--- config.mk ---
export PLATFORM = sky130hd
export DESIGN_NAME = adc_frontend_clock_select
export DESIGN_NICKNAME = d
export VERILOG_FILES = /design/src/pkg/frontend_pkg.sv /design/src/pkg/mod_clk_if.sv /design/src/hw/adc_frontend_clock_select.sv /design/src/hw/mod_clk_divider.sv
export SDC_FILE = /design/constraint.sdc
export NUM_CORES = 1
export LEC_CHECK = 0
export BUFFER_PORTS_ARGS = -buffer_cell sky130_fd_sc_hd__buf_2
export CORE_UTILIZATION = 40
export DETAILED_ROUTE_END_ITERATION = 7
export PLACE_DENSITY = 0.68
export SETUP_SLACK_MARGIN = 0.02
export SLEW_MARGIN = 25
export SYNTH_ARGS = -nofsm -noshare
export SYNTH_HDL_FRONTEND = slang
export SYNTH_SLANG_ARGS = --single-unit
--- constraint.sdc ---
create_clock -name clk -period 11.9 [get_ports clk]
set_clock_uncertainty 0.05 [all_clocks]
set_input_delay 1.785 -clock clk [delete_from_list [all_inputs] [get_ports clk]]
set_output_delay 1.785 -clock clk [all_outputs]
set_load 0.005 [all_outputs]
--- src/pkg/frontend_pkg.sv ---
// Constants and types for the converter front-end control block
package frontend_pkg;
  localparam int PIN_COUNT = 8;
  localparam int SEL_W = 3;
  localparam int GAIN_W = 3;
  localparam int RATE_W = 4;
  // Input selection codes: 0..7 pins, then monitor sources
  localparam int SRC_W = 4;
  localparam logic [3:0] SRC_TEMP = 4'h8;
  localparam logic [3:0] SRC_AVDD = 4'h9;
  localparam logic [3:0] SRC_DVDD = 4'hA;
  localparam logic [3:0] SRC_EXTREF = 4'hB;
  // Data rate codes, 5 SPS .. 2000 SPS
  localparam logic [3:0] RATE_20 = 4'h2;
  localparam logic [3:0] RATE_160 = 4'h5;
  localparam logic [3:0] RATE_1000 = 4'h8;
  // Divide ratios and full-scale at gain 1 in millivolts
  localparam logic [7:0] DIV_SLOW = 8'h80;
  localparam logic [7:0] DIV_MID = 8'h20;
  localparam logic [7:0] DIV_FAST = 8'h10;
  localparam logic [7:0] DIV_MAX = 8'h08;
  localparam logic [11:0] FSR_GAIN1_MV = 12'h800;
  localparam int NOMINAL_CLK_HZ = 4096000;
  // Clock pin edges needed to trust an external clock
  localparam logic [1:0] EXT_EDGES = 2'h3;
  // Reset values
  localparam logic [3:0] POS_RESET = 4'h0;
  localparam logic [3:0] NEG_RESET = 4'h1;
  localparam logic [3:0] RATE_RESET = 4'h0;
  localparam logic [2:0] GAIN_RESET = 3'h0;
  typedef enum logic [1:0] {
    CLK_BOOT = 2'b00,
    CLK_INTERNAL = 2'b01,
    CLK_EXTERNAL = 2'b11
  } clk_state_t;
endpackage

--- src/pkg/mod_clk_if.sv ---
// Carrier between front-end top and modulator clock divider
`timescale 1ns/10ps
`default_nettype none
interface mod_clk_if;
  logic [7:0] ratio;
  logic tick;
  modport ctrl (output ratio, input tick);
  modport div (input ratio, output tick);
endinterface
`default_nettype wire

--- src/hw/adc_frontend_clock_select.sv ---
// Front-end control: input mux, gain, clock source and modulator clock
`timescale 1ns/10ps
`default_nettype none
module adc_frontend_clock_select
  import frontend_pkg::*;
(
  // Clock, reset, enable
  input wire logic clk,
  input wire logic rst,
  input wire logic ce,
  // Mux configuration
  input wire logic cfg_we,
  input wire logic [3:0] cfg_pos_sel,
  input wire logic [3:0] cfg_neg_sel,
  input wire logic [2:0] cfg_exc_chan,
  input wire logic cfg_exc_en,
  input wire logic cfg_bias_en,
  input wire logic [7:0] cfg_gpio_en,
  input wire logic [7:0] cfg_gpio_dir_out,
  input wire logic [7:0] cfg_gpio_out,
  input wire logic [2:0] cfg_gain,
  input wire logic [3:0] cfg_rate,
  // Pins
  input wire logic clk_pin,
  input wire logic [7:0] ain_pin_in,
  output logic [7:0] ain_pin_out,
  output logic [7:0] ain_pin_oe_n,
  // Modulator stream
  input wire logic mod_bit,
  // Analog switch controls and status
  output logic [7:0] pos_pin_switch,
  output logic [7:0] neg_pin_switch,
  output logic [3:0] monitor_switch,
  output logic [7:0] exc_switch,
  output logic [7:0] bias_switch,
  output logic [7:0] gpio_in,
  output logic [7:0] gain_onehot,
  output logic [11:0] full_scale_range,
  output logic [7:0] modulator_clock_rate,
  output logic use_ext_clk,
  output logic filter_bit,
  output logic filter_bit_valid
);
  // ----------------------------------------
  // Configuration registers
  // ----------------------------------------
  logic [3:0] pos_reg, neg_reg, rate_reg;
  logic [2:0] gain_reg, exc_reg;
  logic exc_en_reg, bias_en_reg;
  logic [7:0] gpio_en_reg, gpio_dir_reg, gpio_out_reg;
  always_ff @(posedge clk or posedge rst) begin
    if (rst) begin
      pos_reg <= POS_RESET;
      neg_reg <= NEG_RESET;
      rate_reg <= RATE_RESET;
      gain_reg <= GAIN_RESET;
      exc_reg <= 3'h0;
      exc_en_reg <= 1'b0;
      bias_en_reg <= 1'b0;
      gpio_en_reg <= 8'h00;
      gpio_dir_reg <= 8'h00;
      gpio_out_reg <= 8'h00;
    end else if (ce && cfg_we) begin
      pos_reg <= cfg_pos_sel;
      neg_reg <= cfg_neg_sel;
      rate_reg <= cfg_rate;
      gain_reg <= cfg_gain;
      exc_reg <= cfg_exc_chan;
      exc_en_reg <= cfg_exc_en;
      bias_en_reg <= cfg_bias_en;
      gpio_en_reg <= cfg_gpio_en;
      gpio_dir_reg <= cfg_gpio_dir_out;
      gpio_out_reg <= cfg_gpio_out;
    end
  end

  // ----------------------------------------
  // Selection decode
  // ----------------------------------------
  wire logic pos_is_pin = (pos_reg[3] == 1'b0);
  wire logic neg_is_pin = (neg_reg[3] == 1'b0);
  wire logic [7:0] pos_dec = pos_is_pin ? (8'h01 << pos_reg[2:0]) : 8'h00;
  wire logic [7:0] neg_dec = neg_is_pin ? (8'h01 << neg_reg[2:0]) : 8'h00;
  wire logic [3:0] mon_dec;
  // Monitor sources are decoded from the positive selection only
  assign mon_dec[0] = (pos_reg == SRC_TEMP);
  assign mon_dec[1] = (pos_reg == SRC_AVDD);
  assign mon_dec[2] = (pos_reg == SRC_DVDD);
  assign mon_dec[3] = (pos_reg == SRC_EXTREF);
  wire logic [7:0] chan_dec = 8'h01 << exc_reg;
  // Pins given to GPIO never see analog switches
  wire logic [7:0] analog_ok = ~gpio_en_reg;
  wire logic [7:0] exc_dec = exc_en_reg ? chan_dec & analog_ok : 8'h00;
  wire logic [7:0] bias_dec = bias_en_reg ? chan_dec & analog_ok : 8'h00;
  wire logic [7:0] gain_dec = 8'h01 << gain_reg;
  wire logic [11:0] fsr_dec = FSR_GAIN1_MV >> gain_reg;
  wire logic [7:0] ratio_dec =
    (rate_reg <= RATE_20) ? DIV_SLOW :
    (rate_reg <= RATE_160) ? DIV_MID :
    (rate_reg <= RATE_1000) ? DIV_FAST : DIV_MAX;

  // ----------------------------------------
  // Pin synchronisers
  // ----------------------------------------
  logic [7:0] gpio_s1_reg, gpio_s2_reg;
  logic clk_s1_reg, clk_s2_reg, clk_s3_reg;
  always_ff @(posedge clk or posedge rst) begin
    if (rst) begin
      gpio_s1_reg <= 8'h00;
      gpio_s2_reg <= 8'h00;
      clk_s1_reg <= 1'b0;
      clk_s2_reg <= 1'b0;
      clk_s3_reg <= 1'b0;
    end else if (ce) begin
      gpio_s1_reg <= ain_pin_in;
      gpio_s2_reg <= gpio_s1_reg;
      clk_s1_reg <= clk_pin;
      clk_s2_reg <= clk_s1_reg;
      clk_s3_reg <= clk_s2_reg;
    end
  end
  wire logic clk_rise = clk_s2_reg & ~clk_s3_reg;

  // ----------------------------------------
  // Clock source selection
  // ----------------------------------------
  // Boot reads clk_s2_reg on the first enabled edge after reset, while it still holds its reset 0, never during reset
  clk_state_t state_reg, state_next;
  logic [1:0] edge_reg, edge_next;
  always_comb begin
    state_next = state_reg;
    edge_next = edge_reg;
    unique case (state_reg)
      CLK_BOOT: begin
        state_next = clk_s2_reg ? CLK_EXTERNAL : CLK_INTERNAL;
      end
      CLK_INTERNAL: begin
        // A few edges filter a single glitch on an idle pin
        if (clk_rise) begin
          edge_next = edge_reg + 2'h1;
          if (edge_reg + 2'h1 == EXT_EDGES) begin
            state_next = CLK_EXTERNAL;
          end
        end
      end
      CLK_EXTERNAL: begin
        state_next = CLK_EXTERNAL;
      end
      default: begin
        state_next = CLK_BOOT;
      end
    endcase
  end
  always_ff @(posedge clk or posedge rst) begin
    if (rst) begin
      state_reg <= CLK_BOOT;
      edge_reg <= 2'h0;
    end else if (ce) begin
      state_reg <= state_next;
      edge_reg <= edge_next;
    end
  end

  // ----------------------------------------
  // Modulator clock
  // ----------------------------------------
  mod_clk_if mclk ();
  assign mclk.ratio = ratio_dec;
  mod_clk_divider u_div (
    .clk(clk),
    .rst(rst),
    .ce(ce),
    .link(mclk)
  );

  // ----------------------------------------
  // Registered outputs
  // ----------------------------------------
  genvar i;
  generate
    for (i = 0; i < PIN_COUNT; i++) begin : g_pin
      always_ff @(posedge clk or posedge rst) begin
        if (rst) begin
          ain_pin_out[i] <= 1'b0;
          ain_pin_oe_n[i] <= 1'b1;
          gpio_in[i] <= 1'b0;
        end else if (ce) begin
          ain_pin_out[i] <= gpio_out_reg[i];
          ain_pin_oe_n[i] <= ~(gpio_en_reg[i] & gpio_dir_reg[i]);
          gpio_in[i] <= gpio_en_reg[i] & gpio_s2_reg[i];
        end
      end
    end
  endgenerate

  always_ff @(posedge clk or posedge rst) begin
    if (rst) begin
      pos_pin_switch <= 8'h00;
      neg_pin_switch <= 8'h00;
      monitor_switch <= 4'h0;
      exc_switch <= 8'h00;
      bias_switch <= 8'h00;
      gain_onehot <= 8'h01;
      full_scale_range <= FSR_GAIN1_MV;
      modulator_clock_rate <= DIV_SLOW;
      use_ext_clk <= 1'b0;
      filter_bit <= 1'b0;
      filter_bit_valid <= 1'b0;
    end else if (ce) begin
      pos_pin_switch <= pos_dec & analog_ok;
      neg_pin_switch <= neg_dec & analog_ok;
      monitor_switch <= mon_dec;
      exc_switch <= exc_dec;
      bias_switch <= bias_dec;
      gain_onehot <= gain_dec;
      full_scale_range <= fsr_dec;
      modulator_clock_rate <= ratio_dec;
      use_ext_clk <= (state_reg == CLK_EXTERNAL);
      filter_bit_valid <= mclk.tick;
      if (mclk.tick) begin
        filter_bit <= mod_bit;
      end
    end
  end
endmodule
`default_nettype wire

--- src/hw/mod_clk_divider.sv ---
// Modulator clock divider producing one tick per divide period
`timescale 1ns/10ps
`default_nettype none
module mod_clk_divider
  import frontend_pkg::*;
(
  // Clock and reset
  input wire logic clk,
  input wire logic rst,
  input wire logic ce,
  // Ratio in, tick out
  mod_clk_if.div link
);
  logic [7:0] count_reg;
  logic [7:0] count_next;
  wire logic at_end = (count_reg >= link.ratio - 8'h01);
  assign count_next = at_end ? 8'h00 : count_reg + 8'h01;
  assign link.tick = at_end;
  always_ff @(posedge clk or posedge rst) begin
    if (rst) begin
      count_reg <= 8'h00;
    end else if (ce) begin
      count_reg <= count_next;
    end
  end
endmodule
`default_nettype wire

Yosys cells after proc, flatten, opt, wreduce, memory -nomap -nowiden
Cells that the tools add are included.
{ "totals": {"register_bits": 166, "in_bits": 58, "output_inout_bits": 91, "elab_cells": 121} }
{ "op_classes": {"n_eq_ne": 9, "n_addsub": 3, "shifts": 5, "bitwise_logic": 30, "mux": 12, "n_reduce_logical": 5, "order_cmp": 4} }
{ "op_table": {"columns": ["operator", "n"], "rows": [
  ["$mux W8", 6],
  ["$shl A1 B3 Y8 const A", 4],
  ["$and A8 B8 Y8", 3],
  ["$and A1 B1 Y1", 17],
  ["$eq A4 B4 Y1 const B", 4],
  ["$shr A12 B3 Y12 const A", 1],
  ["$not A1 Y1", 9],
  ["$add A8 B1 Y8 const B", 1],
  ["$ge A8 B8 Y1", 1],
  ["$not A8 Y8", 1],
  ["$sub A8 B1 Y8 const B", 1],
  ["$mux W2", 3],
  ["$mux W6", 1],
  ["$pmux W2 S3", 1],
  ["$reduce_and A3 Y1", 2],
  ["$mux W5", 1],
  ["$eq A2 B2 Y1 const B", 2],
  ["$le A4 B2 Y1 const B", 1],
  ["$le A4 B3 Y1 const B", 1],
  ["$le A4 B4 Y1 const B", 1],
  ["$ne A2 B2 Y1 const B", 2],
  ["$add A2 B1 Y2 const B", 1],
  ["$eq A2 B1 Y1 const B", 1],
  ["$logic_not A2 Y1", 1],
  ["2 further kinds", 2]
]} }

Longest topological paths before layout
Gate-level depths: netlist (run 1).
{ "logic_depth": {"word_depth": 7, "mapped_depth": 7, "ltp_nobuf": 6} }

Cells and area by module
Synthesis (run 1) repeated with hierarchy kept, for this count alone.
{ "hier_totals": {"hier_cells": 526, "area_unflattened_um2": 6477.5} }
{ "modules_own_cells": {"columns": ["module", "seq_area_each_um2", "n_inst", "area_per_inst_um2", "cells_each"], "rows": [
  ["adc_frontend_clock_select", 3567.2, 1, 5773.0, 449],
  ["mod_clk_divider", 200.2, 1, 704.4, 77]
]} }

Least setup slack after synthesis (run 1)
Ideal clock, no wire load.
{ "synth_path": {"path_kind": "input port to flip-flop", "startpoint": "input ce", "endpoint": "register filter_bit", "path_buffers": 2, "arrival_ns": 2.650, "slack_ns": 9.075, "required_ns": 11.725, "cell_stages": 6, "setup_ns": 0.125, "cell_sequence": "buf_6 nand3_2 o22ai_1 or2_1 buf_6 mux2_4"} }
{ "synth_between": {"elab_chain_cells": 1} }
{ "synth_rtl": {"columns": ["item", "line", "source"], "rows": [
  ["from (decl)", "adc_frontend_clock_select.sv:10", "input wire logic ce,"],
  ["$reduce_and A2 Y1 (no line)", null, null],
  ["to (signal assigned)", "adc_frontend_clock_select.sv:221", "filter_bit <= mod_bit;"],
  ["to (decl)", "adc_frontend_clock_select.sv:41", "output logic filter_bit,"]
]} }
No other way between the ends.
A chain may end at the register's enable or synchronous reset.

Worst setup path in the final report (run 1)
Same ends and word-level chain as after synthesis.

==> results of run 1 <==
synth_stat cells, types with 3 or more instances:
cell type and n:
a21o_1 5, a31oi_1 11, buf_2 11, buf_4 17, clkbuf_1 8, dfrtp_1 139
dfstp_2 11, ha_1 7, inv_1 32, mux2_2 72, nand2_1 14, nand2b_1 8
nand3_1 11, nand4_1 6, nand4b_1 3, nor2_1 21, nor4_1 3, o21ai_0 18
o2bb2ai_1 23, o32ai_1 10, o32ai_2 4, or4b_1 3, xnor2_1 4, xor2_1 4
critical path, stage by stage:
cell	delay, ns
buf_4	0.30
buf_4	0.70
inv_4	0.35
o22ai_1	0.19
or2_1	0.36
mux2_4	0.34
worst max-delay path by stage:
stage          from                    endpoint  slack [ns]  depth (start not counted)
3_5_place_dp     ce      filter_bit$_DFFE_PP0P_        7.63                          6
6_report         ce      filter_bit$_DFFE_PP0P_        8.04                          6
5_1_grt          ce      filter_bit$_DFFE_PP0P_        7.91                          6
3_3_place_gp     ce      filter_bit$_DFFE_PP0P_        7.69                          6
2_1_floorplan   rst  ain_pin_out[0]$_DFFE_PP0P_        6.05                          1
4_1_cts          ce      filter_bit$_DFFE_PP0P_        8.07                          6
power breakdown:
group          total (mW)  switching (mW)  internal [mW]
registers           0.661          0.0713          0.590
logic               0.197          0.0937          0.103
clock network       0.550           0.199          0.351
layout make-up:
class / count / area (µm²)
inverters: 33 / 131
multi-input cells: 259 / 2110
fillers: 1332 / 7570
repair buffers: 142 / 718
well taps: 188 / 235
clock buffers: 24 / 492
clock inverters: 8 / 120
flip-flops and latches: 150 / 3770
stage by stage:
| stage | cells | hold WS [ns] | instance area, µm² |
|---|---|---|---|
| after global routing | 804 | 0.386 | 7570 |
| after CTS | 804 | 0.364 | 7570 |
| after global placement | 772 | 0.351 | 6960 |
| after detailed placement | 772 | 0.357 | 6960 |
| final | 804 | 0.364 | 7570 |
| after floorplan | 480 | 0.346 | 6230 |
per-layer routing:
layer  track usage (%)  routed length [µm]  share of wire (%)  vias to the layer above
met4              7.02                 272                2.0                        0
met3              5.23                 944                6.8                       22
li1                  -                   -                  -                     1923
met2              28.7                6560                 47                      140
met5                 0                   0                  0                        -
met1              24.5                6160                 44                     2096
kinds of logic after synthesis:
group           after synthesis
flops                       150
compound gates               78
fa+ha+maj                     7
mux                          74
xor+xnor                      8
simple gates                 83
other cells                   2
buf+inv                      71
==> results by group, run 1 <==
Placement
  • DP Worst Slack: 7.63 ns
  • Placer Congestion: 0.742
  • I/O Buffers: 140
  • Dpl hpwl: 9.26 mm

Yosys
  • Largest family of logic cells by synthesized area: multiplexers
  • FFs w/ async S/R, synth: 100%
  • Ys Warns: 0
  • Adder-cell share of the synthesized area: 1.41%
  • Synthesized cell area: 0.00620 mm²
  • Post-Syn Instances: 473
  • Synth Register Bits: 150
  • Netlist cell types: 45
  • Synth top area share: 56.1%
  • Synth Area in Compound Gates: 9.70%
  • Register area share after synthesis: 60.7%
  • Multiplexer share of the synthesized area: 13.5%
  • Cell taking the most area after synthesis: dfrtp_1
  • Number of flops mapped to enable cells by yosys: 0
  • Synth area leaders: dfrtp_1, mux2_2, dfstp_2, o2bb2ai_1, buf_4
  • Synthesized-area fraction occupied by and/or/nand/nor cells: 7.60%
  • Post-synthesis xor/xnor area fraction: 1.13%
  • Synth Flop Type: dfrtp_1
  • Syn avg cell area: 13.1 µm²

Drt
  • Routed wire per std cell: 17.3 µm
  • First DRT Iteration DRCs: 229
  • Via count: 4181
  • ANT nets after route: 0
  • Drt first pass iters: 4
  • Total wire length: 13.9 mm
  • Vias/cell: 5.20
  • Drt drc: 0

STA
  • Slew margin rel.: 44.2%
  • Tmin final: 3.86 ns
  • RSZ-0062 raised after global routing: no
  • Setup violators final: 0
  • Final worst-path cycle share: 32.5%
  • Final hold vios: 0
  • Post-route setup TNS: 0 ns
  • Worst-margin pin slew: 0.837 ns
  • Slew Limit Fails: 0
  • Setup ws final: 8.04 ns
  • F_max: 259 MHz

GRT
  • GRT overflow: 0
  • First-pass GRT wire length: 22.3 mm
  • Total Routing Usage GR: 18.4%
  • Largest net degree at the start of global routing: 85
  • Antenna violations before repair: 0
  • Vias in the first global route: 4169

Worst setup path
  • Reg2reg start: rate_reg[1]$_DFFE_PP0P_
  • Worst R2R End: filter_bit$_DFFE_PP0P_
  • Crit end category: flop
  • Req. time, crit path: 12.15 ns
  • CP Max Fanout: 76
  • CP Data Arrival Time: 4.12 ns
  • Crit path launch type: input pin
  • CP Class: in -> reg
  • Reg-to-reg slack, setup: 9.69 ns
  • Worst R2R Path Depth: 6

Finish
  • Core Util, Final: 50.0%
  • Proportion of layout cells with a drive suffix above 1: 43.5%
  • Antenna Cells: 0
  • Area grow syn2layout: 22.1%
  • Commonest cells after routing, fill and taps aside: dfrtp_1, buf_2, mux2_2
  • Nets: 668

CTS
  • H-tree levels: 4
  • CTS tree: done
  • Total CTS buffers: 17
  • Root Buffer Master: clkbuf_16
  • Setup bufs post-CTS: 0
  • CTS sink cnt: 150
  • # resized after CTS: 0
  • Clock Latency Late Sink: 0.42 ns
  • Clock slew seen by the registers of the worst setup and hold paths: 0.06 ns
  • Clock Tree Buf Depth: 2
  • Cts hold-fix bufs: 0

Power
  • Pwr Density: 186 mW/mm²
  • Tot Pwr: 1.41 mW
  • Worst vdd ir: 0.000101 V
  • Leak: 3.59 nW

Die
  • Die Area: 0.0160 mm²
  • Number of core rows: 45
  • IO Count: 149
  • Die extent in y: 127 µm
  • Initial Util: 41.0%
  • Core Box Area: 0.0151 mm²
  • DIE WIDTH: 127 µm

Min path
  • Hold path depth: 1
  • HP Start: gpio_dir_reg[5]$_DFFE_PP0P_
  • Hold path endpoint: ain_pin_oe_n[5]$_DFFE_PP1P_
  • Hold Crit Class: reg -> reg

Run status
  • Run status: finished, final reports clean

Run
  • Max_cap viols: 0
(Power assumes the default switching activity.)
==> inputs of run 2 (changes only) <==
Settings changed: ABC_AREA set to 1, PLACE_DENSITY 0.68 to 0.7.
Clock period 11.9 ns to 3.18 ns, I/O delays scaled along.
==> results by group, run 2 <==
Yosys
  • Cell with the most instances after synthesis: nand2_1
  • Syn avg cell area: 9.64 µm²
  • Commonest cells post-synth: nand2_1, dfrtp_1, nor2_1
  • Multiplexer share of the synthesized area: 3.97%
  • Synthesized cell area: 0.00625 mm²
  • Synth Area in Compound Gates: 8.25%
  • Cell taking the most area after synthesis: dfrtp_1
  • Synth Flop Type: dfrtp_1
  • Synth area leaders: dfrtp_1, nand2_1, dfstp_2, mux2_2, o21ai_0
  • Number of flops mapped to enable cells by yosys: 0
  • Adder-cell share of the synthesized area: 1.40%
  • Largest family of logic cells by synthesized area: simple AND/OR/NAND/NOR gates
  • Register area share after synthesis: 60.3%
  • Synth top area share: 55.7%
  • FFs w/ async S/R, synth: 100%
  • Synthesized-area fraction occupied by and/or/nand/nor cells: 17.3%
  • Netlist cell types: 27
  • Ys Warns: 0
  • Synth Register Bits: 150
  • Post-Syn Instances: 648
  • Post-synthesis xor/xnor area fraction: 0.701%

Die
  • Initial Util: 41.1%
  • Number of core rows: 45
  • IO Count: 149
  • Core Box Area: 0.0152 mm²
  • DIE WIDTH: 127 µm
  • Die Area: 0.0161 mm²
  • Die extent in y: 127 µm

STA
  • Slew Limit Fails: 0
  • Slew margin rel.: 45.6%
  • Final hold vios: 0
  • Post-route setup TNS: 0 ns
  • Final worst-path cycle share: 57.3%
  • RSZ-0062 raised after global routing: no
  • Setup violators final: 0
  • Worst-margin pin slew: 0.814 ns
  • Tmin final: 1.82 ns
  • F_max: 549 MHz

Power
  • Worst vdd ir: 0.000465 V
  • Leak: 4.01 nW
  • Tot Pwr: 5.12 mW
  • Pwr Density: 673 mW/mm²

Min path
  • Hold Crit Class: in -> async

CTS
  • Clock Latency Late Sink: 0.42 ns
  • Cts hold-fix bufs: 0
  • CTS tree: done
  • Clock Tree Buf Depth: 2
  • Total CTS buffers: 17
  • Clock slew seen by the registers of the worst setup and hold paths: 0.06 ns
  • Setup bufs post-CTS: 0
  • Root Buffer Master: clkbuf_16
  • CTS sink cnt: 150
  • # resized after CTS: 0
  • H-tree levels: 4

Drt
  • Drt first pass iters: 5
  • Via count: 4735
  • Uppermost layer routed: met5
  • ANT nets after route: 0
  • Routed wire per std cell: 14.5 µm
  • Drt drc: 0
  • Met3 wire length: 793 µm
  • Vias/cell: 4.83
  • Total wire length: 14.2 mm
  • DRT met1 WL: 6.35 mm
  • First DRT Iteration DRCs: 200
  • DR WL met2: 6.93 mm

Finish
  • Commonest non-fill, non-tap cell in the layout: nand2_1
  • Layout Cells excl Fill: 980
  • Commonest cells after routing, fill and taps aside: nand2_1, buf_2, dfrtp_1
  • Fin area: 0.00761 mm²
  • Area grow syn2layout: 21.9%
  • Nets: 844
  • Proportion of layout cells with a drive suffix above 1: 27.3%
  • Core Util, Final: 50.1%
  • Antenna Cells: 0

Placement
  • Placer Congestion: 0.797
  • Placed Cells incl. Taps: 948
  • Dpl hpwl: 9.83 mm
  • I/O Buffers: 140
  • Dpl cell area: 0.00702 mm²

Run status
  • Run status: finished, final reports clean

Run
  • Max_cap viols: 0

Worst setup path
  • CP Data Arrival Time: 2.06 ns
  • Crit end category: flop
  • Crit path launch type: flop
  • CP Max Fanout: 7
  • CP Class: reg -> reg
  • Worst R2R Path Depth: 12
  • Req. time, crit path: 3.42 ns

GRT
  • Antenna violations before repair: 1
  • Largest net degree at the start of global routing: 69
  • Vias in the first global route: 4688
  • GRT overflow: 0
  • First-pass GRT wire length: 23.3 mm
  • Total Routing Usage GR: 18.9%
## run 2: where the power goes
group	internal, mW	total, mW	switching [mW]
sequential	2.18	2.37	0.185
clock	1.22	1.99	0.776
combinational	0.319	0.761	0.442
## run 2: final cells by class
type / instances / area, µm²
repair buffers: 147 / 803
multi-input cells: 410 / 2010
clock buffers: 21 / 470
fillers: 1460 / 7590
well taps: 188 / 235
clock inverters: 11 / 124
flip-flops and latches: 150 / 3770
inverters: 53 / 203
## run 2: cell families (layout without fill, tap and decap cells)
| family | after synthesis | in the layout |
|---|---|---|
| compound gates | 94 | 94 |
| xor+xnor | 5 | 5 |
| fa+ha+maj | 7 | 7 |
| buf+inv | 95 | 232 |
| flops | 150 | 150 |
| mux | 22 | 22 |
| other cells | 2 | 9 |
| simple gates | 273 | 273 |
## run 2: worst max-delay path: stages, from the launching register on
cell	delay (ns)
dfrtp_1	0.36
inv_1	0.12
nand3_1	0.09
nand2_1	0.11
inv_1	0.05
ha_1	0.26
nand3_1	0.07
nand2_1	0.06
nand2_1	0.04
nand2_1	0.10
nand2_1	0.09
inv_1	0.22
nor2_1	0.07
## run 2: per-stage QoR
stage | hold WS (ns) | setup WS (ns)
2_1_floorplan | 0.346 | 0.773
3_3_place_gp | 0.355 | 1.24
3_5_place_dp | 0.365 | 1.16
4_1_cts | 0.177 | 1.34
5_1_grt | 0.204 | 1.13
6_report | 0.166 | 1.36
## run 2: metal layers
metal,vias up,global-route usage [%]
met1,2280,24.6
li1,2310,-
met3,11,6.24
met4,2,5.04
met5,-,0
met2,132,30.3
## run 2: final timing paths
check                                            start                             end  slack, ns
max in group asynchronous                          rst     gpio_out_reg[6]$_DFFE_PP0P_       2.13
min in group clk                         ain_pin_in[2]      gpio_s1_reg[2]$_DFFE_PP0P_       0.21
min reg2reg                gpio_dir_reg[4]$_DFFE_PP0P_     ain_pin_oe_n[4]$_DFFE_PP1P_       0.37
max                            rate_reg[2]$_DFFE_PP0P_  u_div.count_reg[4]$_DFFE_PP0P_       1.36
min                                                rst       exc_switch[2]$_DFFE_PP0P_       0.17
max reg2reg                    rate_reg[2]$_DFFE_PP0P_  u_div.count_reg[4]$_DFFE_PP0P_       1.36
==> inputs of run 3 (changes only) <==
Clock period 3.18 ns to 1.5 ns, I/O delays scaled along.
==> results by group, run 3 (synthesis results as in run 2) <==
Finish
  • Proportion of layout cells with a drive suffix above 1: 28.7%
  • Nets: 895
  • Layout Cells excl Fill: 1031
  • Commonest non-fill, non-tap cell in the layout: nand2_1
  • Area grow syn2layout: 31.8%
  • Antenna Cells: 0
  • Commonest cells after routing, fill and taps aside: nand2_1, buf_2, dfrtp_1
  • Fin area: 0.00823 mm²
  • Core Util, Final: 54.2%

CTS
  • CTS tree: done
  • Clock slew seen by the registers of the worst setup and hold paths: 0.06 ns
  • Clock Latency Late Sink: 0.41 ns
  • CTS sink cnt: 150
  • Root Buffer Master: clkbuf_16
  • Clock Tree Buf Depth: 2
  • H-tree levels: 4
  • Total CTS buffers: 17

Worst setup path
  • CP Data Arrival Time: 1.91 ns
  • Crit end category: flop
  • Critical path's largest stage delay: 0.37 ns
  • Reg-to-reg slack, setup: -0.12 ns
  • Worst R2R Path Depth: 10
  • CP Cell Sequence: inv_2 -> o211ai_1 -> ha_1 -> nand2_1 -> nand2_2 -> a21oi_2 -> nand2_2 -> nand2_4 -> inv_6 -> nor2_1
  • Crit path launch type: flop
  • Worst R2R End: u_div.count_reg[6]$_DFFE_PP0P_
  • Crit path top cell by count: nand2_2
  • Req. time, crit path: 1.79 ns
  • Worst Setup SP: rate_reg[1]$_DFFE_PP0P_
  • Slowest CP cell: dfrtp_1
  • CP Max Fanout: 7
  • CP Class: reg -> reg
  • Reg2reg start: rate_reg[1]$_DFFE_PP0P_

STA
  • Setup ws final: -0.118 ns
  • Final hold vios: 0
  • Slew Limit Fails: 0
  • F_max: 618 MHz
  • Tmin final: 1.62 ns
  • RSZ-0062 raised after global routing: yes
  • Final worst-path cycle share: 108%
  • Post-route setup TNS: -0.991 ns
  • Final Hold Slack: 0.0186 ns
  • Setup violators final: 10

Min path
  • Hold path depth: 3
  • Hold Crit Class: in -> reg
  • Hold path endpoint: exc_reg[0]$_DFFE_PP0P_
  • HP Start: cfg_exc_chan[0]

Placement
  • Placed Cells incl. Taps: 960
  • DP Worst Slack: -0.176 ns
  • Dpl cell area: 0.00715 mm²
  • Placer Congestion: 0.763
  • Dpl hpwl: 10.0 mm
  • I/O Buffers: 140

Die
  • IO Count: 149
  • Initial Util: 41.1%
  • Core Box Area: 0.0152 mm²
  • Number of core rows: 45
  • Die Area: 0.0161 mm²
  • Die extent in y: 127 µm
  • DIE WIDTH: 127 µm

Drt
  • Drt first pass iters: 4
  • Routed wire per std cell: 14.0 µm
  • Total wire length: 14.4 mm
  • Vias/cell: 4.73
  • Via count: 4878
  • ANT nets after route: 0
  • First DRT Iteration DRCs: 246
  • Drt drc: 0

GRT
  • Total Routing Usage GR: 19.3%
  • Largest net degree at the start of global routing: 69
  • Antenna violations before repair: 0
  • First-pass GRT wire length: 24.1 mm
  • GRT overflow: 0
  • Vias in the first global route: 4858

Power
  • Leak: 4.28 nW
  • Worst vdd ir: 0.000745 V
  • Pwr Density: 1420 mW/mm²
  • Tot Pwr: 11.7 mW

Run
  • Max_cap viols: 0

Run status
  • Run status: finished with violations
  • Failing checks: negative setup slack
[run 3: changes by cell type in the layout (fill, tap and decap cells not counted), sizes merged]
cell | previous run | this run
dlygate4sd3 | 0 | 37
buf | 147 | 161
bufinv | 2 | 6
clkinv | 5 | 2
clkbuf | 21 | 23
clkinvlp | 4 | 2
inv | 53 | 52
[run 3: worst max-delay path: cells and delay by family, from the launching register on]
kind	cells	cell delay [ns]
buffers and inverters	2	0.13
and+or+nand+nor	5	0.42
AOI/OAI and AO/OA	2	0.26
adders and majority gates	1	0.32
DFF	1	0.37
[run 3: worst max path at each step]
stage	end	slack (ns)	depth (start not counted)
finish	u_div.count_reg[6]$_DFFE_PP0P_	-0.12	10
global route	u_div.count_reg[0]$_DFFE_PP0P_	-0.23	12
CTS	u_div.count_reg[6]$_DFFE_PP0P_	-0.12	10
detailed placement	u_div.count_reg[0]$_DFFE_PP0P_	-0.18	10
global placement	u_div.count_reg[5]$_DFFE_PP0P_	-0.09	10
floorplan	ain_pin_out[0]$_DFFE_PP0P_	-0.65	1
[run 3: repair_timing]
item,CTS,global route
pin swaps,7,7
gates resized for setup,10,3
endpoints found under the hold margin,56,0
setup endpoints to repair,10,10
buffers inserted,1,1
hold buffers,37,0
[run 3: metal layers]
metal,vias up,track usage (%),routed length [µm],part of all wire (%)
li1,2427,-,-,-
met1,2317,24.9,6570,46
met2,117,31.6,6910,48
met3,17,5.70,768,5.3
met4,0,5.74,182,1.3
met5,-,0,0,0
[run 3: layout make-up]
class / instances / area, µm²
Tap cell: 188 / 235
Sequential cell: 150 / 3770
Inverter: 53 / 208
Clock buffer: 23 / 468
Timing Repair Buffer: 198 / 1320
Clock inverter: 9 / 198
Fill cell: 1372 / 6970
Multi-Input combinational cell: 410 / 2040
[run 3: where the power goes]
part | switching [mW] | leakage [nW] | internal (mW) | total, mW
registers | 0.352 | 1.86 | 4.63 | 4.98
logic | 1.06 | 2.09 | 0.852 | 1.91
clock network | 1.59 | 0.321 | 3.21 | 4.79
